File: src/rvr_pkg.sv
// Constants for the step-down rail voltage register bank.
// Assumes an 8-bit register space reached through the I2C slave port.
package rvr_pkg;
	localparam logic [7:0] RVR_OFS_RAIL_A = 8'h20;
	localparam logic [7:0] RVR_OFS_RAIL_B = 8'h21;
	localparam logic [7:0] RVR_OFS_RAIL_C_DECAY = 8'h22;
	localparam logic [7:0] RVR_OFS_RAIL_C_CODE = 8'h23;
	localparam int RVR_CODE_MSB = 7;
	localparam int RVR_CODE_LSB = 1;
	localparam int RVR_FALL_BIT = 0;
	localparam logic [7:0] RVR_UNMAPPED_READ = 8'h00;
	localparam logic [7:0] RVR_CODE_REG_MASK = 8'hFE;
	localparam logic [3:0] RVR_BITS_PER_BYTE = 4'h8;
	// Factory variant presets, indexed by variant number 0..3
	localparam logic [7:0] RVR_RAIL_A_PRESET [4] = '{8'hE8, 8'h70, 8'h02, 8'h78};
	localparam logic [7:0] RVR_RAIL_B_PRESET [4] = '{8'h64, 8'h5A, 8'h5A, 8'h70};
	localparam logic [7:0] RVR_RAIL_C_DECAY_PRESET [4] = '{8'h40, 8'h24, 8'h38, 8'h40};
	localparam logic [7:0] RVR_RAIL_C_CODE_PRESET [4] = '{8'h40, 8'h24, 8'h38, 8'h40};
	// Slave address; value is arbitrary
	localparam logic [6:0] RVR_I2C_ADDR = 7'h2E;
	typedef enum logic [3:0] {
		RVR_IDLE, RVR_ADDR, RVR_ACK_ADDR, RVR_PTR, RVR_ACK_PTR,
		RVR_WDATA, RVR_ACK_WR, RVR_READ, RVR_RACK
	} rvr_state_t;
endpackage : rvr_pkg

File: src/rvr_reg_cell.sv
// One 8-bit read/write register with a preset value.
// Assumes a single-cycle write strobe in the clk_in domain.
`timescale 1ns/1ps
module rvr_reg_cell #(
	parameter logic [7:0] PRESET = 8'h00,
	parameter logic [7:0] WMASK = 8'hFF
) (
	input wire logic clk_in,
	input wire logic arst_n_in,
	input wire logic we_in,
	input wire logic [7:0] wdata_in,
	output logic [7:0] q_out
);
	always_ff @(posedge clk_in or negedge arst_n_in) begin
		if (!arst_n_in) begin
			q_out <= PRESET & WMASK;
		end else if (we_in) begin
			q_out <= wdata_in & WMASK;
		end
	end
endmodule : rvr_reg_cell

File: src/rvr_regs.sv
// Voltage code and fall-mode registers for three step-down rails behind an I2C slave.
// Assumes scl_in and sda_in are already synchronous to clk_in; SDA is open drain.
//
// What this block does
// - Rail A normal voltage code is read/write bits 7:1 of its control register.
// - Rail B normal voltage code is bits 7:1 of the register at 21h.
// - Rail C normal voltage code is bits 7:1 of the register at 23h.
// - Decay bit clear and lower code written: rail slews down actively.
// - Decay bit set and lower code written: output falls passively by load.
// - Rail C decay bit is bit 0 at 22h; bits 7:1 are spare storage.
// - Every register resets to a preset chosen by the factory variant.
`timescale 1ns/1ps
module rvr_regs #(
	parameter int VARIANT = 0
) (
	input wire logic clk_in,
	input wire logic arst_n_in,
	input wire logic scl_in,
	input wire logic sda_in,
	output logic sda_out,
	output logic sda_oe_out,
	output logic [6:0] rail_a_voltage_code_out,
	output logic rail_a_passive_fall_out,
	output logic rail_a_active_slew_out,
	output logic rail_a_passive_drop_out,
	output logic [6:0] rail_b_voltage_code_out,
	output logic rail_b_passive_fall_out,
	output logic rail_b_active_slew_out,
	output logic rail_b_passive_drop_out,
	output logic [6:0] rail_c_voltage_code_out,
	output logic rail_c_passive_fall_out,
	output logic rail_c_active_slew_out,
	output logic rail_c_passive_drop_out
);
	import rvr_pkg::*;

	////////////////////////////////////////////////////////////////////////
	// Bus line conditions
	logic scl_reg;
	logic sda_reg;
	always_ff @(posedge clk_in or negedge arst_n_in) begin
		if (!arst_n_in) begin
			scl_reg <= 1'b1;
			sda_reg <= 1'b1;
		end else begin
			scl_reg <= scl_in;
			sda_reg <= sda_in;
		end
	end
	wire start_cond = scl_in & scl_reg & sda_reg & ~sda_in;
	wire stop_cond = scl_in & scl_reg & ~sda_reg & sda_in;
	wire scl_rise = scl_in & ~scl_reg;
	wire scl_fall = ~scl_in & scl_reg;

	////////////////////////////////////////////////////////////////////////
	// Register file
	logic [7:0] rail_a_control;
	logic [7:0] rail_b_control;
	logic [7:0] rail_c_decay_control;
	logic [7:0] rail_c_voltage_code;
	logic wr_stb_reg;
	logic [7:0] wr_addr_reg;
	logic [7:0] wr_data_reg;
	logic [7:0] ptr_reg;

	wire we_a = wr_stb_reg & (wr_addr_reg == RVR_OFS_RAIL_A);
	wire we_b = wr_stb_reg & (wr_addr_reg == RVR_OFS_RAIL_B);
	wire we_cd = wr_stb_reg & (wr_addr_reg == RVR_OFS_RAIL_C_DECAY);
	wire we_cv = wr_stb_reg & (wr_addr_reg == RVR_OFS_RAIL_C_CODE);

	rvr_reg_cell #(.PRESET(RVR_RAIL_A_PRESET[VARIANT]), .WMASK(8'hFF)) u_rail_a (
		.clk_in(clk_in), .arst_n_in(arst_n_in), .we_in(we_a), .wdata_in(wr_data_reg), .q_out(rail_a_control));
	rvr_reg_cell #(.PRESET(RVR_RAIL_B_PRESET[VARIANT]), .WMASK(8'hFF)) u_rail_b (
		.clk_in(clk_in), .arst_n_in(arst_n_in), .we_in(we_b), .wdata_in(wr_data_reg), .q_out(rail_b_control));
	rvr_reg_cell #(.PRESET(RVR_RAIL_C_DECAY_PRESET[VARIANT]), .WMASK(8'hFF)) u_rail_c_decay (
		.clk_in(clk_in), .arst_n_in(arst_n_in), .we_in(we_cd), .wdata_in(wr_data_reg),
		.q_out(rail_c_decay_control));
	// Bit 0 of the code register is reserved and reads zero
	rvr_reg_cell #(.PRESET(RVR_RAIL_C_CODE_PRESET[VARIANT]), .WMASK(RVR_CODE_REG_MASK)) u_rail_c_code (
		.clk_in(clk_in), .arst_n_in(arst_n_in), .we_in(we_cv), .wdata_in(wr_data_reg),
		.q_out(rail_c_voltage_code));

	wire [6:0] new_code = wr_data_reg[RVR_CODE_MSB:RVR_CODE_LSB];
	wire lower_a = we_a & (new_code < rail_a_control[RVR_CODE_MSB:RVR_CODE_LSB]);
	wire lower_b = we_b & (new_code < rail_b_control[RVR_CODE_MSB:RVR_CODE_LSB]);
	wire lower_c = we_cv & (new_code < rail_c_voltage_code[RVR_CODE_MSB:RVR_CODE_LSB]);
	// Fall mode is the one in force when the lower code lands
	wire fall_a = we_a ? wr_data_reg[RVR_FALL_BIT] : rail_a_control[RVR_FALL_BIT];
	wire fall_b = we_b ? wr_data_reg[RVR_FALL_BIT] : rail_b_control[RVR_FALL_BIT];
	wire fall_c = rail_c_decay_control[RVR_FALL_BIT];

	always_ff @(posedge clk_in or negedge arst_n_in) begin
		if (!arst_n_in) begin
			rail_a_active_slew_out <= 1'b0;
			rail_a_passive_drop_out <= 1'b0;
			rail_b_active_slew_out <= 1'b0;
			rail_b_passive_drop_out <= 1'b0;
			rail_c_active_slew_out <= 1'b0;
			rail_c_passive_drop_out <= 1'b0;
		end else begin
			rail_a_active_slew_out <= lower_a & ~fall_a;
			rail_a_passive_drop_out <= lower_a & fall_a;
			rail_b_active_slew_out <= lower_b & ~fall_b;
			rail_b_passive_drop_out <= lower_b & fall_b;
			rail_c_active_slew_out <= lower_c & ~fall_c;
			rail_c_passive_drop_out <= lower_c & fall_c;
		end
	end

	// Codes pass untouched to the regulators
	assign rail_a_voltage_code_out = rail_a_control[RVR_CODE_MSB:RVR_CODE_LSB];
	assign rail_b_voltage_code_out = rail_b_control[RVR_CODE_MSB:RVR_CODE_LSB];
	assign rail_c_voltage_code_out = rail_c_voltage_code[RVR_CODE_MSB:RVR_CODE_LSB];
	assign rail_a_passive_fall_out = rail_a_control[RVR_FALL_BIT];
	assign rail_b_passive_fall_out = rail_b_control[RVR_FALL_BIT];
	assign rail_c_passive_fall_out = rail_c_decay_control[RVR_FALL_BIT];

	wire [7:0] rd_data =
		(ptr_reg == RVR_OFS_RAIL_A) ? rail_a_control :
		(ptr_reg == RVR_OFS_RAIL_B) ? rail_b_control :
		(ptr_reg == RVR_OFS_RAIL_C_DECAY) ? rail_c_decay_control :
		(ptr_reg == RVR_OFS_RAIL_C_CODE) ? rail_c_voltage_code : RVR_UNMAPPED_READ;

	////////////////////////////////////////////////////////////////////////
	// I2C slave
	rvr_state_t state_reg;
	logic [3:0] cnt_reg;
	logic [7:0] shift_reg;
	logic rw_reg;
	wire byte_done = (cnt_reg == RVR_BITS_PER_BYTE);
	wire [7:0] rx_byte = shift_reg;

	assign sda_out = 1'b0;

	always_ff @(posedge clk_in or negedge arst_n_in) begin
		if (!arst_n_in) begin
			state_reg <= RVR_IDLE;
			cnt_reg <= 4'h0;
			shift_reg <= 8'h00;
			rw_reg <= 1'b0;
			ptr_reg <= 8'h00;
			sda_oe_out <= 1'b0;
			wr_stb_reg <= 1'b0;
			wr_addr_reg <= 8'h00;
			wr_data_reg <= 8'h00;
		end else begin
			wr_stb_reg <= 1'b0;
			if (start_cond) begin
				state_reg <= RVR_ADDR;
				cnt_reg <= 4'h0;
				sda_oe_out <= 1'b0;
			end else if (stop_cond) begin
				state_reg <= RVR_IDLE;
				sda_oe_out <= 1'b0;
			end else begin
				case (state_reg)
				RVR_ADDR, RVR_PTR, RVR_WDATA: begin
					if (scl_rise && !byte_done) begin
						shift_reg <= {shift_reg[6:0], sda_in};
						cnt_reg <= cnt_reg + 4'h1;
					end else if (scl_fall && byte_done) begin
						cnt_reg <= 4'h0;
						sda_oe_out <= 1'b1;
						if (state_reg == RVR_ADDR) begin
							if (rx_byte[7:1] == RVR_I2C_ADDR) begin
								rw_reg <= rx_byte[0];
								state_reg <= RVR_ACK_ADDR;
							end else begin
								sda_oe_out <= 1'b0;
								state_reg <= RVR_IDLE;
							end
						end else if (state_reg == RVR_PTR) begin
							ptr_reg <= rx_byte;
							state_reg <= RVR_ACK_PTR;
						end else begin
							wr_stb_reg <= 1'b1;
							wr_addr_reg <= ptr_reg;
							wr_data_reg <= rx_byte;
							state_reg <= RVR_ACK_WR;
						end
					end
				end
				RVR_ACK_ADDR: begin
					if (scl_fall) begin
						if (rw_reg) begin
							shift_reg <= rd_data;
							sda_oe_out <= ~rd_data[7];
							cnt_reg <= 4'h1;
							state_reg <= RVR_READ;
						end else begin
							sda_oe_out <= 1'b0;
							state_reg <= RVR_PTR;
						end
					end
				end
				RVR_ACK_PTR, RVR_ACK_WR: begin
					if (scl_fall) begin
						sda_oe_out <= 1'b0;
						if (state_reg == RVR_ACK_WR) begin
							ptr_reg <= ptr_reg + 8'h01;
						end
						state_reg <= RVR_WDATA;
					end
				end
				RVR_READ: begin
					if (scl_fall) begin
						if (byte_done) begin
							sda_oe_out <= 1'b0;
							ptr_reg <= ptr_reg + 8'h01;
							state_reg <= RVR_RACK;
						end else begin
							sda_oe_out <= ~shift_reg[3'h7 - cnt_reg[2:0]];
							cnt_reg <= cnt_reg + 4'h1;
						end
					end
				end
				RVR_RACK: begin
					if (scl_rise && sda_in) begin
						state_reg <= RVR_IDLE;
					end else if (scl_fall) begin
						shift_reg <= rd_data;
						sda_oe_out <= ~rd_data[7];
						cnt_reg <= 4'h1;
						state_reg <= RVR_READ;
					end
				end
				default: begin
					sda_oe_out <= 1'b0;
				end
				endcase
			end
		end
	end
endmodule : rvr_regs

File: config.mk
export PLATFORM = sky130hd
export DESIGN_NAME = rvr_regs
export DESIGN_NICKNAME = d
export VERILOG_FILES = /design/src/rvr_pkg.sv /design/src/rvr_reg_cell.sv /design/src/rvr_regs.sv
export SDC_FILE = /design/constraint.sdc
export NUM_CORES = 1
export LEC_CHECK = 0
export ABC_AREA = 1
export BUFFER_PORTS_ARGS = -buffer_cell sky130_fd_sc_hd__buf_2
export CAP_MARGIN = 20
export CORE_UTILIZATION = 55
export DETAILED_ROUTE_END_ITERATION = 8
export PLACE_DENSITY = 0.8
export SLEW_MARGIN = 25
export SYNTH_ARGS = -nofsm -noshare
export SYNTH_HDL_FRONTEND = slang
export SYNTH_SLANG_ARGS = --single-unit
File: constraint.sdc
create_clock -name clk_in -period 4.1 [get_ports clk_in]
set_input_delay 0.205 -clock clk_in [delete_from_list [all_inputs] [get_ports clk_in]]
set_output_delay 0.205 -clock clk_in [all_outputs]
set_load 0.01 [all_outputs]
[Word-level counts from Yosys, hierarchy flattened]
Cells that the tools add are included.
Storage, ports and cells
  register bits: 82
  bits of input ports: 4
  output and inout port bits: 32
Cells by class
  add/subtract/negate cells: 3
  $lt $le $gt $ge: 4
  equal/unequal tests: 48
  mux-type cells: 70
  bitwise logic cells: 34
  reductions and logical operators: 17
Operator list (count)
  2-to-1 mux 8 bit: 17
  2-to-1 mux 4 bit: 21
  == test 8 x 6 -> 1 bit (second input constant): 8
  case mux 8 bit (3 select lines): 2
  != test 4 bit (second input constant): 9
  != test 2 bit (second input constant): 14
  2-to-1 mux 1 bit: 23
  less-than comparator 7 bit: 3
  AND reduction 7 bit: 3
  AND 1 bit: 20
  case mux 4 bit (5 select lines): 1
  != test 3 bit (second input constant): 6
  == test 4 x 3 -> 1 bit (second input constant): 4
  case mux 4 bit (4 select lines): 1
  AND reduction 8 bit: 2
  NOT 1 bit: 14
  AND reduction 11 bit: 1
  AND reduction 9 bit: 1
  adder 8 x 1 -> 8 bit (second input constant): 1
  == test 4 x 2 -> 1 bit (second input constant): 2
  == test 4 bit (second input constant): 2
  == test 7 x 6 -> 1 bit (second input constant): 1
  nonzero test 7 bit: 1
  nonzero test 3 bit: 2
  other kinds (14): 17

[Logic depth before layout (Yosys ltp)]
  word-level depth: 11
  gate-level depth with buffers: 15
  gate-level depth less buffers: 15

[Cells and area by module]
Synthesis repeated with hierarchy kept, for this count alone.
Second synthesis, totals
  cell total of the unflattened synthesis: 699
  area total of the unflattened synthesis: 4984.8 sq um
By module, submodules not included
  rvr_regs: times used 1, cells each 565, area an instance 3777.4 sq um
  rvr_reg_cell (u_rail_a): times used 1, cells each 34, area an instance 310.3 sq um
  rvr_reg_cell (u_rail_b): times used 1, cells each 34, area an instance 309.0 sq um
  rvr_reg_cell (u_rail_c_decay): times used 1, cells each 34, area an instance 306.5 sq um
  rvr_reg_cell (u_rail_c_code): times used 1, cells each 32, area an instance 281.5 sq um

[Least setup slack after synthesis]
No wires, ideal clock.
  kind: reg2reg
  from: register cnt_reg[0]
  to: register shift_reg[7] (netlist: rx_byte[7])
  setup time: 0.065 ns
  data arrival time: 1.815 ns
  setup slack: 2.220 ns
  stages on the path, launching flop included: 13
  buffers on the path: 2
  path through: dfrtp_1 -> clkbuf_1 -> inv_1 -> ha_1 -> nand2_1 -> nor2_1 -> nor2_1 -> nand2_2 -> nand2_2 -> nand3_4 -> buf_6 -> nand3b_1 -> nand2_1
Between the ends
  longest elaborated chain between the ends: 5
RTL lines
  start, declared: RTL line rvr_regs.sv:127  | logic [3:0] cnt_reg;
  start signal, assigned: RTL line rvr_regs.sv:160  | cnt_reg <= cnt_reg + 4'h1;
  start signal, assigned: RTL line rvr_regs.sv:213  | cnt_reg <= cnt_reg + 4'h1;
  == test 4 bit: RTL line rvr_regs.sv:130  | wire byte_done = (cnt_reg == RVR_BITS_PER_BYTE);
  zero test 1 bit: RTL line rvr_regs.sv:158  | if (scl_rise && !byte_done) begin
  logical AND 1 bit: RTL line rvr_regs.sv:158
  != test 2 bit (no line)
  AND reduction 8 bit (no line)
  end signal, assigned: RTL line rvr_regs.sv:159  | shift_reg <= {shift_reg[6:0], sda_in};
  end signal, assigned: RTL line rvr_regs.sv:186  | shift_reg <= rd_data;
  end signal, assigned: RTL line rvr_regs.sv:221  | shift_reg <= rd_data;
  end, declared: RTL line rvr_regs.sv:128  | logic [7:0] shift_reg;
No other way between the ends.
A chain may end at the register's enable or synchronous reset.

[Worst setup path after layout]
  from: register ptr_reg[4]
  to: register shift_reg[7] (netlist: rx_byte[7])
Between the ends
  longest elaborated chain between the ends: 8
  elaborated cells on any way between the ends: 13
RTL lines
  start, declared: RTL line rvr_regs.sv:64  | logic [7:0] ptr_reg;
  start signal, assigned: RTL line rvr_regs.sv:173  | ptr_reg <= rx_byte;
  start signal, assigned: RTL line rvr_regs.sv:200  | ptr_reg <= ptr_reg + 8'h01;
  start signal, assigned: RTL line rvr_regs.sv:209  | ptr_reg <= ptr_reg + 8'h01;
  == test 8 x 6 -> 1 bit: RTL line rvr_regs.sv:122  | (ptr_reg == RVR_OFS_RAIL_C_CODE) ? rail_c_voltage_code : RVR_UNMAPPED_READ;
  2-to-1 mux 8 bit: RTL line rvr_regs.sv:122
  2-to-1 mux 8 bit: RTL line rvr_regs.sv:121  | (ptr_reg == RVR_OFS_RAIL_C_DECAY) ? rail_c_decay_control :
  2-to-1 mux 8 bit: RTL line rvr_regs.sv:120  | (ptr_reg == RVR_OFS_RAIL_B) ? rail_b_control :
  2-to-1 mux 8 bit *: RTL line rvr_regs.sv:119  | (ptr_reg == RVR_OFS_RAIL_A) ? rail_a_control :
  2-to-1 mux 8 bit, on equally long branches: RTL line rvr_regs.sv:220, rvr_regs.sv:185
  2-to-1 mux 8 bit, on equally long branches: RTL line rvr_regs.sv:218, rvr_regs.sv:184
  case mux 8 bit (3 select lines) *: RTL line rvr_regs.sv:156  | case (state_reg)
Every way passes the cells marked *; elsewhere a longest branch is shown, timed or not. The select of a mux whose other input is x is not followed.

==> results.md <==
- Clk buf depth: 2
- Root buffer cell: clkbuf_8
- Synth top cells by count: nand2_1 (215), inv_1 (86), o21ai_0 (73), dfrtp_1 (71), nor2_1 (49)
- Critical path class: flip-flop to flip-flop
- Initial antenna violation count: 0
- CP Data Required Time: 4.35 ns
- Synth unique cells: 38
- Fillcell total: 780
- Mean Syn Cell Area: approximately 7.3 um^2
- Via count: ~4500
- Seq cells post-synth: 82
- Setup TNS: 0 ns
- Reg2reg setup slack: approximately 1.7 ns
- Setup Skew: approximately 0.014 ns
- Reg2Reg Launch Point: ptr_reg[4]$_DFFE_PN0P_
- # port buffers: 34
- Sequential cell area fraction in the yosys report: between 40% and 50%
- Switching power: ~1.5 mW
- Total GRT Usage: roughly a quarter
- Final setup viols: 0
- Fin util: between 60% and 70%
- Diode count: 0
- Avg WL per Cell: roughly 14 um
- Top-count cell post-synth: nand2_1
- Count of flip-flops with a built-in enable after synthesis: 0
- RePlAce Congestion: 0.917
- Synth Flop Type: dfrtp_1
- Vias per Instance: 5.47
- CTS tree: built
- Max Clock Freq: 424 MHz
- Rows: 34
- CP Capture Type: flip-flop
- Post-synth ARST share: 100%
- Total die area: 9350 um^2
- Yosys warns: 0
- Layout area overhead: 8.96%
- Height of the die: 96.7 um
- RR Endpoint: rx_byte[7]$_DFFE_PN0P_
- Reg clk slew, reported paths: ~0.090 ns
- Arr. time, crit path: ~2.6 ns
- P_int: between 1.5 and 2 mW
- Slew Viols, Final: 0
- Post-synth net total: between 700 and 800
- Initial Util: a little under three fifths
- Worst Reg-to-Reg Cells: 10
- Antenna viol nets, final: 0
- Maximum vdd drop: around 0.00031 V
- Synth Cell Area: 4930 um^2
- Sw Ratio: a little under half
- Final-report hold violation count: 0
- Crit Path Max Fanout: 15
- Static Leak: 2.78 nW
- Number of setup buffers added after CTS: 0
- Core Box Area: 8680 um^2
- WL final: roughly 12000 um
- Crit share post-route: between 50% and 60%
- Drt pass-1 iters: 5
- Drc violations: 0
- Clock power share: 17.9%
- Largest cells by area after synthesis: dfrtp_1 (36%), nand2_1 (16%), o21ai_0 (7.4%), inv_1 (6.5%), ha_1 (6.1%)
- Largest net degree at the start of global routing: a little over 80
- Cells after synthesis: between 600 and 700
- RSZ-0062 raised after global routing: false
- Total grt overflow: 0
- Io pins: 36
- CP Launch Type: flip-flop
- DIE WIDTH: 96.7 um
- Fraction of layout instances using a drive strength above 1: 12.8%
- Vias in the first global route: 4121
- DR iter-0 viols: 338
- Min Tclk post-route: between 2 and 2.5 ns
- Comb pwr share: between 40 and 50%
- Worst Max-Slew Pin Slew: ~0.72 ns
- Relative slew slack: between 50% and 60%
- CTS Buf Count: 9
- Layout Nets: between 700 and 800
- Max capacitance violation total: 0
- Tightest Hold Check Type: input port to async pin
- Outcome: finished, final reports clean
- Pwr dens: between 600 and 700 nW/um^2
- Global-route wire length before repair: slightly below 20000 um
- Worst skew pair latency: around 0.36 ns
- Post-synth top area share: 36.0%
- Seq pwr share: 36.3%
- Synth area leader: dfrtp_1
- Clock sinks: between 80 and 90
- H-Tree Depth: 3
- DP Wirelength: 8460 um
[logic make-up (layout without fill, tap and decap cells)]
kind of cell,count (synthesis),count (layout),share of synthesized area [%]
AOI/OAI and AO/OA,104,104,11.2
xor gates and xnor gates,5,5,0.888
adders and majority gates,24,24,6.09
buffers and inverters,112,149,9.29
DFF,82,82,41.9
muxes,1,1,0.203
other,1,1,0.0761
and+or+nand+nor,346,346,30.4
[critical path, stage by stage, from the launching register on]
cell and delay, ns:
dfrtp_1 0.41, inv_1 0.11, nand2_1 0.06, nor2_1 0.53, nand3_1 0.55, o21ai_0 0.21, inv_1 0.06, nand2_1 0.09
nand3_1 0.08, nand3b_1 0.10, nand2_1 0.05
[metal layers]
metal	vias up	routed length (um)	share of wire, %	global-route usage [%]
met5	-	0	0	0
met4	0	208	1.8	6.77
met3	22	913	7.8	5.42
met2	178	5240	45	40.2
met1	2078	5380	46	38.5
li1	2209	-	-	-
[repair_timing]
item,CTS,global route
hold endpoints to repair,2,71
gates resized for setup,0,0
hold buffers,2,1
[metrics by stage]
| step | area, um^2 | worst slack (ns) | hold WS, ns | power (mW) | instances |
|---|---|---|---|---|---|
| 3_5_place_dp | 5140 | 1.80 | 0.333 | 2.72 | 801 |
| 4_1_cts | 5360 | 1.77 | 0.0549 | 3.32 | 819 |
| 3_3_place_gp | 5140 | 1.92 | 0.330 | 2.67 | 801 |
| 2_1_floorplan | 4930 | 2.22 | -0.0906 | 2.37 | 675 |
| 5_1_grt | 5370 | 1.44 | 0.511 | 3.63 | 820 |
| 6_report | 5370 | 1.74 | 0.453 | 3.34 | 820 |
[layout make-up]
class	instances	area, um^2	area share (%)
Multi-Input combinational cell	481	2410	44.8
Clock inverter	5	62.6	1.16
Tap cell	108	135	2.52
Sequential cell	82	2070	38.5
Inverter	95	357	6.64
Clock buffer	11	131	2.45
Timing Repair Buffer	38	214	3.98
[power by group through the flow]
stage	Sequential (mW)	Combinational [mW]	Clock [mW]
after floorplan	1.15	1.22	0
after global placement	1.21	1.46	0
after detailed placement	1.22	1.50	0
after CTS	1.21	1.51	0.601
after global routing	1.23	1.76	0.637
final	1.21	1.53	0.598
[placed cells by master, fill, tap and decap left out, types with 3 or more instances in the layout]
cell type / Yosys / final
nand2_1: 215 / 215
inv_1: 86 / 86
o21ai_0: 73 / 73
dfrtp_1: 71 / 71
nor2_1: 49 / 49
nand3_1: 38 / 38
buf_2: 6 / 33
ha_1: 24 / 24
a21oi_1: 17 / 17
dfstp_2: 11 / 11
inv_2: 9 / 9
nor3_1: 9 / 9
clkbuf_8: 0 / 9
nand4_1: 8 / 8
nand2_2: 7 / 7
o21ai_1: 6 / 6
nand3b_1: 4 / 4
xor2_1: 4 / 4
nand3_2: 4 / 4
nor2_4: 3 / 3
nor2_2: 3 / 3
dlygate4sd3_1: 0 / 3
[worst max path at each step]
stage	start	endpoint	slack, ns
2_1_floorplan	cnt_reg[0]$_DFFE_PN0P_	rx_byte[7]$_DFFE_PN0P_	2.22
3_3_place_gp	ptr_reg[4]$_DFFE_PN0P_	rx_byte[7]$_DFFE_PN0P_	1.92
3_5_place_dp	ptr_reg[4]$_DFFE_PN0P_	rx_byte[7]$_DFFE_PN0P_	1.80
4_1_cts	ptr_reg[4]$_DFFE_PN0P_	rx_byte[7]$_DFFE_PN0P_	1.77
5_1_grt	ptr_reg[4]$_DFFE_PN0P_	rx_byte[7]$_DFFE_PN0P_	1.44
6_report	ptr_reg[4]$_DFFE_PN0P_	rx_byte[7]$_DFFE_PN0P_	1.74
No activity file was read; power rests on OpenSTA's default activity.
